### src/core/fscs_regs.svh
// Constants for the fail-safe and cyclic-sense control block
`ifndef FSCS_REGS_SVH
`define FSCS_REGS_SVH

`define FSCS_CLK_HZ          100000000
`define FSCS_FS_MIN_MS       100
`define FSCS_TSD_DELAY_MS    1000
`define FSCS_WAKE_FILT_US    16
`define FSCS_LP_DIV          100
`define FSCS_LP_TICK_HZ      (`FSCS_CLK_HZ / `FSCS_LP_DIV)
`define FSCS_FS_MIN_TICKS    ((`FSCS_FS_MIN_MS * `FSCS_LP_TICK_HZ) / 1000)
`define FSCS_TSD_TICKS       ((`FSCS_TSD_DELAY_MS * `FSCS_LP_TICK_HZ) / 1000)
`define FSCS_WAKE_FILT_CYC   ((`FSCS_WAKE_FILT_US * `FSCS_CLK_HZ) / 1000000)
`define FSCS_UV_FS_COUNT     4
`define FSCS_DEVSTAT_FS      2'h1
`define FSCS_WDFAIL_ONE      2'h1
`define FSCS_WDFAIL_TWO      2'h2
`define FSCS_TIMER_W         24

`endif

### src/core/fscs_pkg.sv
// Types shared by the fail-safe and cyclic-sense control block
`default_nettype none
package fscs_pkg;

  typedef enum logic [2:0] {
    FSCS_MODE_INIT    = 3'b000,
    FSCS_MODE_NORMAL  = 3'b001,
    FSCS_MODE_STOP    = 3'b010,
    FSCS_MODE_SLEEP   = 3'b011,
    FSCS_MODE_RESTART = 3'b100,
    FSCS_MODE_FAILSAFE= 3'b101
  } fscs_mode_t;

  typedef struct packed {
    logic       failure;
    logic [1:0] device_mode_status;
    logic       thermal_shutdown_event;
    logic [1:0] watchdog_fail_field;
    logic       main_undervoltage_flag;
    logic       repeated_undervoltage_flag;
    logic       main_overvoltage_flag;
    logic       main_short_flag;
  } fscs_status_t;

  typedef struct packed {
    logic [23:0] period;
    logic [23:0] on_time;
    logic        start;
  } fscs_timer_cfg_t;

endpackage
`default_nettype wire

### src/core/fscs_cyc_timer.sv
// Cyclic sense timer: period/on-time counter with error check
`include "fscs_regs.svh"
`default_nettype none
module fscs_cyc_timer (
  input  wire logic                     i_clk,
  input  wire logic                     i_resetn,
  input  wire fscs_pkg::fscs_timer_cfg_t i_cfg,
  input  wire logic                     i_stop,
  output logic                          o_on,
  output logic                          o_on_end,
  output logic                          o_cfg_err
);
  logic [`FSCS_TIMER_W-1:0] cnt_q;
  logic                     run_q;

  always_ff @(posedge i_clk or negedge i_resetn) begin
    if (!i_resetn) begin
      cnt_q <= '0;
      run_q <= 1'b0;
    end else if (i_stop) begin
      cnt_q <= '0;
      run_q <= 1'b0;
    end else if (i_cfg.start) begin
      cnt_q <= '0;
      run_q <= (i_cfg.on_time != '0);
    end else if (run_q) begin
      if (cnt_q + 24'h1 >= i_cfg.period) begin
        cnt_q <= '0;
      end else begin
        cnt_q <= cnt_q + 24'h1;
      end
    end
  end

  always_ff @(posedge i_clk or negedge i_resetn) begin
    if (!i_resetn) begin
      o_on      <= 1'b0;
      o_on_end  <= 1'b0;
      o_cfg_err <= 1'b0;
    end else begin
      o_on      <= run_q && (cnt_q < i_cfg.on_time);
      o_on_end  <= run_q && (cnt_q + 24'h1 == i_cfg.on_time);
      o_cfg_err <= i_cfg.start && (i_cfg.on_time > i_cfg.period);
    end
  end
endmodule
`default_nettype wire

### src/core/fscs_core.sv
// Fail-safe entry/exit, failure status, development mode and cyclic sense wake
`include "fscs_regs.svh"
`default_nettype none
// Summary of operation
// - Thermal shutdown or supply short enters fail-safe
// - Overvoltage enters fail-safe if enabled, parity zero
// - Watchdog failures: first or second per config
// - Four undervoltages with battery good enter fail-safe
// - Entry enables default wakes, clears wake flags, drivers off
// - Measurement-configured wake pins stay measurement
// - Stay minimum filter time; stored wakes restart
// - Thermal cause restarts after one second
// - Fail outputs activate, stay active after exit
// - Fail-safe: static wake, cyclic/HS/supplies off
// - Record failure flag and mode status 01
// - Set reason flags per failure cause
// - Development mode stops watchdog effects, defaults on in init mode
// - Latch development mode on init exit, pin low
// - Development mode kept until power-on reset
// - Cyclic wake edge: interrupt or wake device
// - Timer starts when on-time written
// - Switch held at chosen idle level before start
// - On-time above period flags command error
// - First sample reference; later change wakes
// - Filter after on-time; stable differing level wakes
// - Level status updated only in normal/stop
// - Switch fault disables switch; timer keeps running
module fscs_core (
  input  wire logic                      i_clk,
  input  wire logic                      i_resetn,
  input  wire fscs_pkg::fscs_mode_t      i_mode,
  input  wire logic                      i_tsd,
  input  wire logic                      i_main_short,
  input  wire logic                      i_main_ov,
  input  wire logic                      i_main_uv,
  input  wire logic                      i_batt_ok,
  input  wire logic                      i_watchdog_fail_field,
  input  wire logic                      i_ov_rst_en,
  input  wire logic                      i_cfg_parity,
  input  wire logic                      i_cfg_select,
  input  wire logic                      i_wake_meas_sel,
  input  wire logic                      i_init_exit_spi,
  input  wire logic                      i_test_entry_pin,
  input  wire logic                      i_test_timeout,
  input  wire logic                      i_status_clr,
  input  wire logic [2:0]                i_wake_input,
  input  wire logic                      i_can_wake,
  input  wire fscs_pkg::fscs_timer_cfg_t i_timer_cfg,
  input  wire logic                      i_hs_idle_high,
  input  wire logic                      i_hs_fault,
  input  wire logic                      i_hs_map,
  output logic                           o_failsafe,
  output logic                           o_restart_req,
  output logic                           o_fail_outputs,
  output logic                           o_supplies_on,
  output logic                           o_dev_mode,
  output logic                           o_wd_run,
  output logic                           o_default_on,
  output logic [2:0]                     o_wake_enable,
  output logic                           o_static_sense,
  output logic                           o_high_side_switch,
  output logic                           o_int_n,
  output logic                           o_wake_req,
  output logic [2:0]                     o_wake_flags,
  output logic [2:0]                     o_wake_level_status,
  output logic                           o_cmd_err,
  output fscs_pkg::fscs_status_t         o_status
);
  localparam int unsigned FS_TICKS   = `FSCS_FS_MIN_TICKS;
  localparam int unsigned TSD_TICKS  = `FSCS_TSD_TICKS;
  localparam int unsigned FILT_CYC   = `FSCS_WAKE_FILT_CYC;

  // Pin synchronisers
  logic [2:0] wk_s1_q, wk_s2_q;
  logic       tp_s1_q, tp_s2_q, cw_s1_q, cw_s2_q;
  always_ff @(posedge i_clk or negedge i_resetn) begin
    if (!i_resetn) begin
      wk_s1_q <= 3'h0;
      wk_s2_q <= 3'h0;
      tp_s1_q <= 1'b0;
      tp_s2_q <= 1'b0;
      cw_s1_q <= 1'b0;
      cw_s2_q <= 1'b0;
    end else begin
      wk_s1_q <= i_wake_input;
      wk_s2_q <= wk_s1_q;
      tp_s1_q <= i_test_entry_pin;
      tp_s2_q <= tp_s1_q;
      cw_s1_q <= i_can_wake;
      cw_s2_q <= cw_s1_q;
    end
  end

  // Low-power oscillator tick
  logic [6:0] lp_div_q;
  logic       lp_tick;
  assign lp_tick = (lp_div_q == 7'(`FSCS_LP_DIV - 1));
  always_ff @(posedge i_clk or negedge i_resetn) begin
    if (!i_resetn) begin
      lp_div_q <= 7'h0;
    end else begin
      lp_div_q <= lp_tick ? 7'h0 : lp_div_q + 7'h1;
    end
  end

  // Development mode latch
  logic dev_q, tp_high_long_q;
  always_ff @(posedge i_clk or negedge i_resetn) begin
    if (!i_resetn) begin
      dev_q          <= 1'b0;
      tp_high_long_q <= 1'b0;
    end else begin
      if (i_mode == fscs_pkg::FSCS_MODE_INIT && tp_s2_q && i_test_timeout) begin
        tp_high_long_q <= 1'b1;
      end
      if (i_mode == fscs_pkg::FSCS_MODE_INIT && i_init_exit_spi && !tp_s2_q && !tp_high_long_q) begin
        dev_q <= 1'b1;
      end
    end
  end

  // Failure causes
  logic       wd_cnt_q;
  logic [2:0] uv_cnt_q;
  logic       uv_prev_q;
  logic       wd_trip, ov_trip, uv_trip, fs_entry;
  logic       fs_q;
  logic       wd_ev;
  assign wd_ev   = i_watchdog_fail_field && !dev_q;
  assign wd_trip = wd_ev && (i_cfg_select || wd_cnt_q);
  assign ov_trip = i_main_ov && i_ov_rst_en && !i_cfg_parity;
  assign uv_trip = i_main_uv && !uv_prev_q && i_batt_ok &&
                   (uv_cnt_q == 3'(`FSCS_UV_FS_COUNT - 1));
  assign fs_entry = !fs_q && (i_tsd || i_main_short || ov_trip || wd_trip || uv_trip);

  always_ff @(posedge i_clk or negedge i_resetn) begin
    if (!i_resetn) begin
      wd_cnt_q  <= 1'b0;
      uv_cnt_q  <= 3'h0;
      uv_prev_q <= 1'b0;
    end else begin
      uv_prev_q <= i_main_uv;
      if (fs_entry) begin
        wd_cnt_q <= 1'b0;
        uv_cnt_q <= 3'h0;
      end else begin
        if (wd_ev) begin
          wd_cnt_q <= 1'b1;
        end
        if (!i_batt_ok) begin
          uv_cnt_q <= 3'h0;
        end else if (i_main_uv && !uv_prev_q) begin
          uv_cnt_q <= uv_cnt_q + 3'h1;
        end
      end
    end
  end

  // Fail-safe state, filter counter and wake store
  logic [19:0] fs_cnt_q;
  logic        tsd_cause_q, wake_store_q, fo_q;
  logic        fs_wake, filt_done, tsd_done;
  logic [2:0]  wk_ref_q;
  // Wake pins in measurement use are masked out before the change test
  assign fs_wake   = cw_s2_q || (|((wk_s2_q ^ wk_ref_q) & {1'b1, {2{!i_wake_meas_sel}}}));
  assign filt_done = (fs_cnt_q >= 20'(FS_TICKS));
  assign tsd_done  = (fs_cnt_q >= 20'(TSD_TICKS));
  always_ff @(posedge i_clk or negedge i_resetn) begin
    if (!i_resetn) begin
      fs_q          <= 1'b0;
      fs_cnt_q      <= 20'h0;
      tsd_cause_q   <= 1'b0;
      wake_store_q  <= 1'b0;
      o_restart_req <= 1'b0;
      wk_ref_q      <= 3'h0;
    end else begin
      o_restart_req <= 1'b0;
      if (fs_entry) begin
        fs_q         <= 1'b1;
        fs_cnt_q     <= 20'h0;
        tsd_cause_q  <= i_tsd;
        wake_store_q <= 1'b0;
        wk_ref_q     <= wk_s2_q;
      end else if (fs_q) begin
        if (lp_tick && !tsd_done) begin
          fs_cnt_q <= fs_cnt_q + 20'h1;
        end
        if (fs_wake) begin
          wake_store_q <= 1'b1;
        end
        if ((filt_done && (wake_store_q || fs_wake)) || (tsd_cause_q && tsd_done)) begin
          fs_q          <= 1'b0;
          o_restart_req <= 1'b1;
        end
      end
    end
  end

  always_ff @(posedge i_clk or negedge i_resetn) begin
    if (!i_resetn) begin
      fo_q <= 1'b0;
    end else if (fs_entry) begin
      fo_q <= 1'b1;
    end
  end

  // Failure status capture
  always_ff @(posedge i_clk or negedge i_resetn) begin
    if (!i_resetn) begin
      o_status <= '0;
    end else if (fs_entry) begin
      o_status.failure            <= 1'b1;
      o_status.device_mode_status <= `FSCS_DEVSTAT_FS;
      if (i_tsd) begin
        o_status.thermal_shutdown_event <= 1'b1;
      end
      if (wd_trip) begin
        o_status.watchdog_fail_field <= wd_cnt_q ? `FSCS_WDFAIL_TWO : `FSCS_WDFAIL_ONE;
      end
      if (i_main_short) begin
        o_status.main_undervoltage_flag <= 1'b1;
        o_status.main_short_flag        <= 1'b1;
      end
      if (uv_trip) begin
        o_status.main_undervoltage_flag     <= 1'b1;
        o_status.repeated_undervoltage_flag <= 1'b1;
      end
      if (ov_trip) begin
        o_status.main_overvoltage_flag <= 1'b1;
      end
    end else if (i_status_clr) begin
      o_status <= '0;
    end
  end

  // Cyclic sense
  logic cs_on, cs_end, cs_err;
  fscs_cyc_timer u_timer (
    .i_clk     (i_clk),
    .i_resetn  (i_resetn),
    .i_cfg     (i_timer_cfg),
    .i_stop    (fs_q || fs_entry),
    .o_on      (cs_on),
    .o_on_end  (cs_end),
    .o_cfg_err (cs_err)
  );

  logic [10:0] filt_cnt_q;
  logic        filt_act_q, cs_first_q;
  logic [2:0]  filt_lvl_q, prev_lvl_q;
  logic        lp_mode, filt_fin;
  assign lp_mode  = (i_mode == fscs_pkg::FSCS_MODE_NORMAL) || (i_mode == fscs_pkg::FSCS_MODE_STOP);
  assign filt_fin = filt_act_q && (filt_cnt_q == 11'(FILT_CYC - 1));
  always_ff @(posedge i_clk or negedge i_resetn) begin
    if (!i_resetn) begin
      filt_cnt_q   <= 11'h0;
      filt_act_q   <= 1'b0;
      filt_lvl_q   <= 3'h0;
      prev_lvl_q   <= 3'h0;
      cs_first_q   <= 1'b1;
      o_wake_flags <= 3'h0;
      o_int_n      <= 1'b1;
      o_wake_req   <= 1'b0;
      o_wake_level_status <= 3'h0;
    end else begin
      o_wake_req <= 1'b0;
      // Clear ahead of the filter so a wake in the same cycle wins
      if (i_status_clr) begin
        o_int_n <= 1'b1;
      end
      if (i_timer_cfg.start || fs_q) begin
        cs_first_q <= 1'b1;
        filt_act_q <= 1'b0;
      end else if (cs_end) begin
        filt_act_q <= 1'b1;
        filt_cnt_q <= 11'h0;
        filt_lvl_q <= wk_s2_q;
      end else if (filt_act_q) begin
        filt_cnt_q <= filt_cnt_q + 11'h1;
        if (wk_s2_q != filt_lvl_q) begin
          filt_act_q <= 1'b0;
        end else if (filt_fin) begin
          filt_act_q <= 1'b0;
          prev_lvl_q <= filt_lvl_q;
          cs_first_q <= 1'b0;
          if (lp_mode) begin
            o_wake_level_status <= filt_lvl_q;
          end
          if (!cs_first_q && (filt_lvl_q != prev_lvl_q)) begin
            o_wake_flags <= o_wake_flags | (filt_lvl_q ^ prev_lvl_q);
            if (lp_mode) begin
              o_int_n <= 1'b0;
            end else begin
              o_wake_req <= 1'b1;
            end
          end
        end
      end
      if (fs_entry) begin
        o_wake_flags <= 3'h0;
      end
    end
  end

  // Outputs
  always_ff @(posedge i_clk or negedge i_resetn) begin
    if (!i_resetn) begin
      o_failsafe         <= 1'b0;
      o_fail_outputs     <= 1'b0;
      o_supplies_on      <= 1'b0;
      o_dev_mode         <= 1'b0;
      o_wd_run           <= 1'b0;
      o_default_on       <= 1'b0;
      o_wake_enable      <= 3'h0;
      o_static_sense     <= 1'b0;
      o_high_side_switch <= 1'b0;
      o_cmd_err          <= 1'b0;
    end else begin
      o_failsafe     <= fs_q;
      o_fail_outputs <= fo_q;
      o_supplies_on  <= !fs_q;
      o_dev_mode     <= dev_q;
      o_wd_run       <= !dev_q && !fs_q;
      o_default_on   <= dev_q && (i_mode == fscs_pkg::FSCS_MODE_INIT);
      o_wake_enable  <= fs_q ? {1'b1, {2{!i_wake_meas_sel}}} : 3'h0;
      o_static_sense <= fs_q;
      if (fs_q || i_hs_fault || !i_hs_map) begin
        o_high_side_switch <= 1'b0;
      end else begin
        o_high_side_switch <= cs_on ? !i_hs_idle_high : i_hs_idle_high;
      end
      if (cs_err) begin
        o_cmd_err <= 1'b1;
      end else if (i_status_clr) begin
        o_cmd_err <= 1'b0;
      end
    end
  end
endmodule
`default_nettype wire

### config.mk
export PLATFORM = sky130hd
export DESIGN_NAME = fscs_core
export DESIGN_NICKNAME = d
export VERILOG_FILES = /design/src/core/fscs_pkg.sv /design/src/core/fscs_cyc_timer.sv /design/src/core/fscs_core.sv
export VERILOG_INCLUDE_DIRS = /design/src /design/src/core
export SDC_FILE = /design/constraint.sdc
export NUM_CORES = 1
export LEC_CHECK = 0
export ABC_AREA = 1
export ABC_CLOCK_PERIOD_IN_PS = 3200
export BUFFER_PORTS_ARGS = -buffer_cell sky130_fd_sc_hd__buf_2
export CELL_PAD_IN_SITES_DETAIL_PLACEMENT = 0
export CELL_PAD_IN_SITES_GLOBAL_PLACEMENT = 1
export CORE_ASPECT_RATIO = 0.8
export CORE_MARGIN = 2
export CORE_UTILIZATION = 43
export CTS_CLUSTER_SIZE = 20
export DETAILED_ROUTE_END_ITERATION = 7
export PLACE_DENSITY_LB_ADDON = 0.1
export SETUP_SLACK_MARGIN = 0.15
export SLEW_MARGIN = 30
export SYNTH_ARGS = -nofsm -noshare
export SYNTH_HDL_FRONTEND = slang
export SYNTH_HIERARCHICAL = 1
export SYNTH_SLANG_ARGS = --single-unit
### constraint.sdc
create_clock -name i_clk -period 3.2 [get_ports i_clk]
set_input_delay 0.64 -clock i_clk [delete_from_list [all_inputs] [get_ports i_clk]]
set_output_delay 0.64 -clock i_clk [all_outputs]
set_load 0.01 [all_outputs]
* Word level (Yosys, flattened, before mapping) *
Cells that the tools add are included.

storage, ports and cells
  register bits after elaboration = 128
  bits of input ports = 75
  output and inout bits = 31
  logic and storage cells = 236

cells by class
  reduce and logical (&&, ||, !) cells = 78
  bitwise logic cells = 7
  multiplexer cells = 71
  $lt $le $gt $ge = 5
  equal/unequal tests = 20
  add/subtract/negate cells = 5

operators by type and width
  kind                                                   count
  2-to-1 mux 24 bit                                      4
  2-to-1 mux 20 bit                                      3
  2-to-1 mux 1 bit                                       45
  2-to-1 mux 3 bit                                       11
  nonzero test 2 bit                                     13
  adder 24 x 1 -> 24 bit, second input constant          1
  equality test 24 bit                                   1
  >= comparator 24 bit                                   1
  > comparator 24 bit                                    1
  less-than comparator 24 bit                            1
  nonzero test 24 bit                                    1
  logical AND 1 bit                                      23
  2-to-1 mux 11 bit                                      2
  adder 20 x 1 -> 20 bit, second input constant          1
  >= comparator 20 x 17 -> 1 bit, second input constant  1
  >= comparator 20 bit, second input constant            1
  2-to-1 mux 10 bit                                      2
  inequality test 2 bit, second input constant           10
  AND reduction 2 bit                                    10
  logical OR 1 bit                                       13
  AND reduction 6 bit                                    2
  adder 11 x 1 -> 11 bit, second input constant          1
  equality test 11 bit, second input constant            1
  zero test 1 bit                                        11
  19 further kinds                                       26

* Depth between registers and ports, before layout *
  word-level depth = 10
  mapped depth = 22
  depth with buffers taken out = 20

* Modules after synthesis *
The synthesis kept the hierarchy.

by module, submodules not included
  module          sequential area each (µm²)  cells each  area an instance (µm²)  instances
  fscs_core       2404.8                      569         4669.5                  1
  fscs_cyc_timer  700.7                       677         4251.6                  1

* Worst setup path before layout *
No wires, ideal clock.

  path type = flip-flop to flip-flop
  start = register u_timer.cnt_q[0]
  end = register u_timer.cnt_q[23]
  data required time = 3.081 ns
  setup slack = 0.417 ns
  arrival time = 2.664 ns
  setup time = 0.119 ns
  stages on the path, launching flop included = 18
  clock period less this slack = 2.783 ns
  path buffers = 2
  cell sequence = dfrtp_1 ha_1 nand2_2 nor2_8 nand2_4 nor2_4 nand2_1 xor2_1 inv_1 ha_1 nand3_1 nor3_1 a21oi_1 and2_1 clkbuf_1 buf_2 nand3_1 nand2_1

on the way
  cells in the longest elaborated chain, start to end = 6

RTL lines
  item                      line                                        text
  start, declared           fscs_cyc_timer.sv:13                        logic [`FSCS_TIMER_W-1:0] cnt_q;
  start signal, assigned    fscs_cyc_timer.sv:30                        cnt_q <= cnt_q + 24'h1;
  adder 24 x 1 -> 24 bit *  fscs_cyc_timer.sv:27, fscs_cyc_timer.sv:30
  >= comparator 24 bit      fscs_cyc_timer.sv:27                        if (cnt_q + 24'h1 >= i_cfg.period) begin
  2-to-1 mux 24 bit *       fscs_cyc_timer.sv:27
  2-to-1 mux 24 bit *       fscs_cyc_timer.sv:26                        end else if (run_q) begin
  2-to-1 mux 24 bit *       fscs_cyc_timer.sv:23                        end else if (i_cfg.start) begin
  2-to-1 mux 24 bit *       fscs_cyc_timer.sv:20                        end else if (i_stop) begin

Mark *: on every way between the ends. The rest lies on a longest branch, timed or not. The select of a mux whose other input is x is not followed.
A chain may end at the register's enable or synchronous reset.

* Worst setup path in the final report *
  start = register u_timer.cnt_q[1]
  end = register u_timer.cnt_q[6]

Same word-level chain as after synthesis.

==> summary by stage <==
STA
The maximum clock rate is 352.4 MHz. The smallest clock period supported by the final layout is computed as 2.838 ns. The hold violation count in the final report was 0. Setup violations remaining at the end of the flow were counted as 0.

The headroom to the max-slew limit is between 50% and 60%. The total count of max-transition violations in the final report was 0. Setup repair after global routing left no endpoint under its margin.

The post-route clock period utilization is 88.68%. Summed over all failing endpoints, the final setup total negative slack is 0 ns. For the final database, setup skew stands at between 0.009 and 0.01 ns. For the pin with the worst max-slew slack, the measured transition is approximately 0.67 ns.

Detailed routing
In the routed design, unresolved DRC markers number 0. In this run the remaining antenna-violating nets after routing total 0. After detailed routing, the total wire length is 24430 um. For this run, the detailed router's first-pass iteration total came to 7. The number of vias per cell after detailed routing is about 5.0. The wire length per cell after detailed routing is ~15 um. For this block, the initial DRC count from the detailed router was about 570. The detailed router placed just over 8000 vias in this run.

Placed design
In this run, placement finished with an instance count of ~1600. The count of buffers from port buffering is around 100. The weighted congestion reported at the end of routability-driven placement is 0.8750. The sum of net half-perimeters after detailed placement is between 15000 and 20000 um.

Logic synthesis
Summing the areas of all fa, ha and maj instances in the mapped netlist gives about 11% of the synthesized area. After synthesis the netlist holds a flip-flop and latch count of ~120. After synthesis, the netlist uses 48 different library cells. After synthesis, the share of flip-flops with an asynchronous set or reset is 100.0%.

The post-synthesis instance area is 0.008921 sq mm. The number of standard cells after synthesis is 1246. By area, the combinational part of the netlist is dominated by simple AND/OR/NAND/NOR gates. In this run, synthesis inferred 0 flip-flops with an integrated enable. After Yosys synthesis, XOR and XNOR cells account for roughly 2.9% of the synthesized area. The post-synthesis average cell area is 7.160 sq um. In the synthesized netlist the dominant register cell turns out to be dfrtp_1.

Measured against the total synthesized area, the mux share comes to 0%. The number of nets handed over by synthesis was 1400. Of the post-synthesis cell area, the dominant cell type holds about a third.

The Yosys step of the flow raised 6 warnings. The synthesized netlist devotes between 30% and 40% of its cell area to simple gates. The biggest area consumer among synthesized cells is dfrtp_1. Ranked by total cell area, the synthesized netlist is headed by dfrtp_1 (34%), nand2_1 (15%), ha_1 (11%). The compound-gate portion of the synthesized area is 8.345%. After synthesis, flip-flops and latches occupy between 30% and 40% of the total area.

Floorplanning
The height of the die is roughly 130 um. The core area is around 0.02 sq mm. For this design the top-level I/O count stands at 106.

The die covers roughly 0.022 sq mm. The width of the die is between 150 and 200 um. The floorplan has 47 rows.

The starting utilization of the core area is 43.47%.

Worst setup path
Across all register-to-register paths, the minimum setup slack is 0.36 ns. The worst path arrival time is ~3.2 ns. For this run, the slowest stage of the critical path takes ~0.4 ns. The most common cell type on the critical path is nand2_1. The worst reg2reg path depth is 18.

The critical path startpoint category is a flop. The worst register-to-register path begins at u_timer/cnt_q[1]. Following the worst setup path forward leads to its endpoint at u_timer/cnt_q[6].

The worst flop-to-flop path endpoint is u_timer/cnt_q[6]. The critical path starts at u_timer/cnt_q[1]. The worst setup path is captured at a flop. The critical path class is flop to flop. The largest individual stage delay along the critical path comes from the cell dfrtp_2. Walking the worst path, the cells encountered are buf_4 > nand2_2 > nor2_4 > nand2_4 > nor2_8 > nand2_1 > xor2_2 > inv_1 > ha_1 > a21oi_1 > o21ai_0 > nand2_1 > o211ai_1 > a21oi_1 > and2_4 > clkbuf_16 > nand3_1 > nand2_1. Of all nets on the critical path, the largest fanout is 12. The required time of the critical path is 3.55 ns.

Pwr
The analysis attributes to cell leakage a power of around 5.7 nW. Across the VDD grid, the largest voltage drop is ~0.36 mV. The power per standard cell area is 412.8 mW/mm^2.

Final layout
The leading cell type in the layout, fill and taps excluded is nand2_1. The antenna diode instance count is 0. In the layout the commonest cells are nand2_1 (343), inv_1 (177), nor2_1 (125). After the last flow step, the layout net total stands at approximately 1500. The final cell count without fillers is approximately 1700.

The relative area change from synthesis to final layout is 19.35%. The fraction of final layout cells with drive strength greater than 1 is between 10% and 20%.

Clocking
The cell sitting at the root of the clock tree is a clkbuf_16. In this run, CTS created clock tree buffers numbering 17. The clock tree synthesis step divided the H-tree into 4 levels. The clock net in this run drives a total of ~120 sinks. Clock-pin slew was measured on the worst setup and hold paths at around 0.06 ns. The maximum buffer depth of the clock tree is 2. The TritonCTS clock tree is yes. For the worst-skew pair, the clock arrives at the later sink with an insertion delay of approximately 0.42 ns.

Global route
After global routing the overflow that remains totals 0. The number of antenna violations at the first check in global routing is 0. The global-route wire length before repair is approximately 41000 um. The largest net degree at the start of global routing is 50. In the global route stage, overall resource usage came out at roughly a quarter. The number of global-route vias before repair is 7821.

Flow run
The tool flagged a number of max-cap violations equal to 0.

Status
The flow ran to the end, and the final reports show no timing, DRC or antenna violations.

Min path
The path class of the tightest hold or removal check is input port to async pin.
==> layer usage <==
metal	up-vias	part of all wire [%]	GRT usage, %
met3	11	3.9	3.668
met1	3826	53	36.50
met5	-	0	0
met2	162	43	34.84
li1	4280	-	-
met4	0	0.77	4.541
==> cell families (layout without fill, tap and decap cells) <==
group / count (synthesis) / count (layout)
compound gates: 131 / 131
flops: 124 / 124
buf+inv: 205 / 353
other cells: 1 / 1
xor+xnor: 28 / 28
simple gates: 678 / 678
fa+ha+maj: 79 / 79
==> through the flow <==
| stage | setup slack [ns] | total power, mW | instance area [sq um] | hold WS, ns | util [%] |
|---|---|---|---|---|---|
| floorplan | 0.4174 | 2.133 | 8921 | 0.3312 | - |
| CTS | 0.2057 | 4.451 | 10430 | 0.2637 | 50.81 |
| detailed placement | 0.1010 | 2.343 | 9788 | 0.3347 | 47.69 |
| global route | 0.1766 | 4.633 | 10650 | 0.2809 | 51.88 |
| finish | 0.3624 | 4.395 | 10650 | 0.2416 | 51.88 |
| global placement | 0.1888 | 2.338 | 9788 | 0.3327 | 47.69 |
==> synthesized netlist by cell type, drive strengths merged, types with 2 or more instances <==
library cell,instances
a21oi,54
a31o,2
a31oi,2
buf,15
clkbuf,8
dfrtp,122
dfstp,2
ha,79
inv,182
nand2,364
nand3,123
nand4,18
nor2,142
nor3,16
nor4,9
o211ai,3
o21a,3
o21ai,52
o21bai,3
o22ai,2
o31ai,5
or2,3
xnor2,4
xor2,23
==> state kept, by name, summed over array words and instances (netlist names), 7 cells and up <==
signal	flops
fs_cnt_q	20
o_status	8
filt_cnt_q	11
lp_div_q	7
u_timer/cnt_q	24
==> critical path: cells and delay by family, from the launching register on <==
family | cells | cell delay [ns]
and+or+nand+nor | 9 | 1.03
AOI/OAI and AO/OA | 4 | 0.42
DFF | 1 | 0.40
buffers and inverters | 3 | 0.40
adders and majority gates | 1 | 0.30
xor gates and xnor gates | 1 | 0.20
==> report_power, final <==
group,switching (mW),total (mW),internal [mW]
Sequential,0.102,1.77,1.67
Combinational,0.326,0.545,0.219
Clock,0.751,2.08,1.33
Total,1.18,4.40,3.22
==> layout make-up <==
class,instances,area (sq um)
clock inverter,13,188.9
timing repair buffer,139,828.3
inverter,182,683.2
sequential,124,3120
tap,269,336.6
fill,2079,9876
multi-input combinational,917,5047
clock buffer,19,442.9
==> repair_timing <==
item	CTS	global route
pin swaps	0	6
endpoints found under the setup margin	24	24
hold buffers	0	0
buffers inserted	0	15
gates cloned	0	1
gates resized for setup	2	28
==> how the worst min path moves through the flow <==
| stage | start | to | slack (ns) | depth (start not counted) |
|---|---|---|---|---|
| 6_report | i_resetn | tp_s1_q | 0.24 | 1 |
| 5_1_grt | i_resetn | tp_s1_q | 0.28 | 1 |
| 4_1_cts | i_resetn | tp_s1_q | 0.26 | 1 |
| 3_5_place_dp | tp_s1_q | tp_s2_q | 0.33 | 0 |
| 3_3_place_gp | tp_s1_q | tp_s2_q | 0.33 | 0 |
| 2_1_floorplan | cw_s1_q | cw_s2_q | 0.33 | 0 |
(Power assumes the default switching activity.)
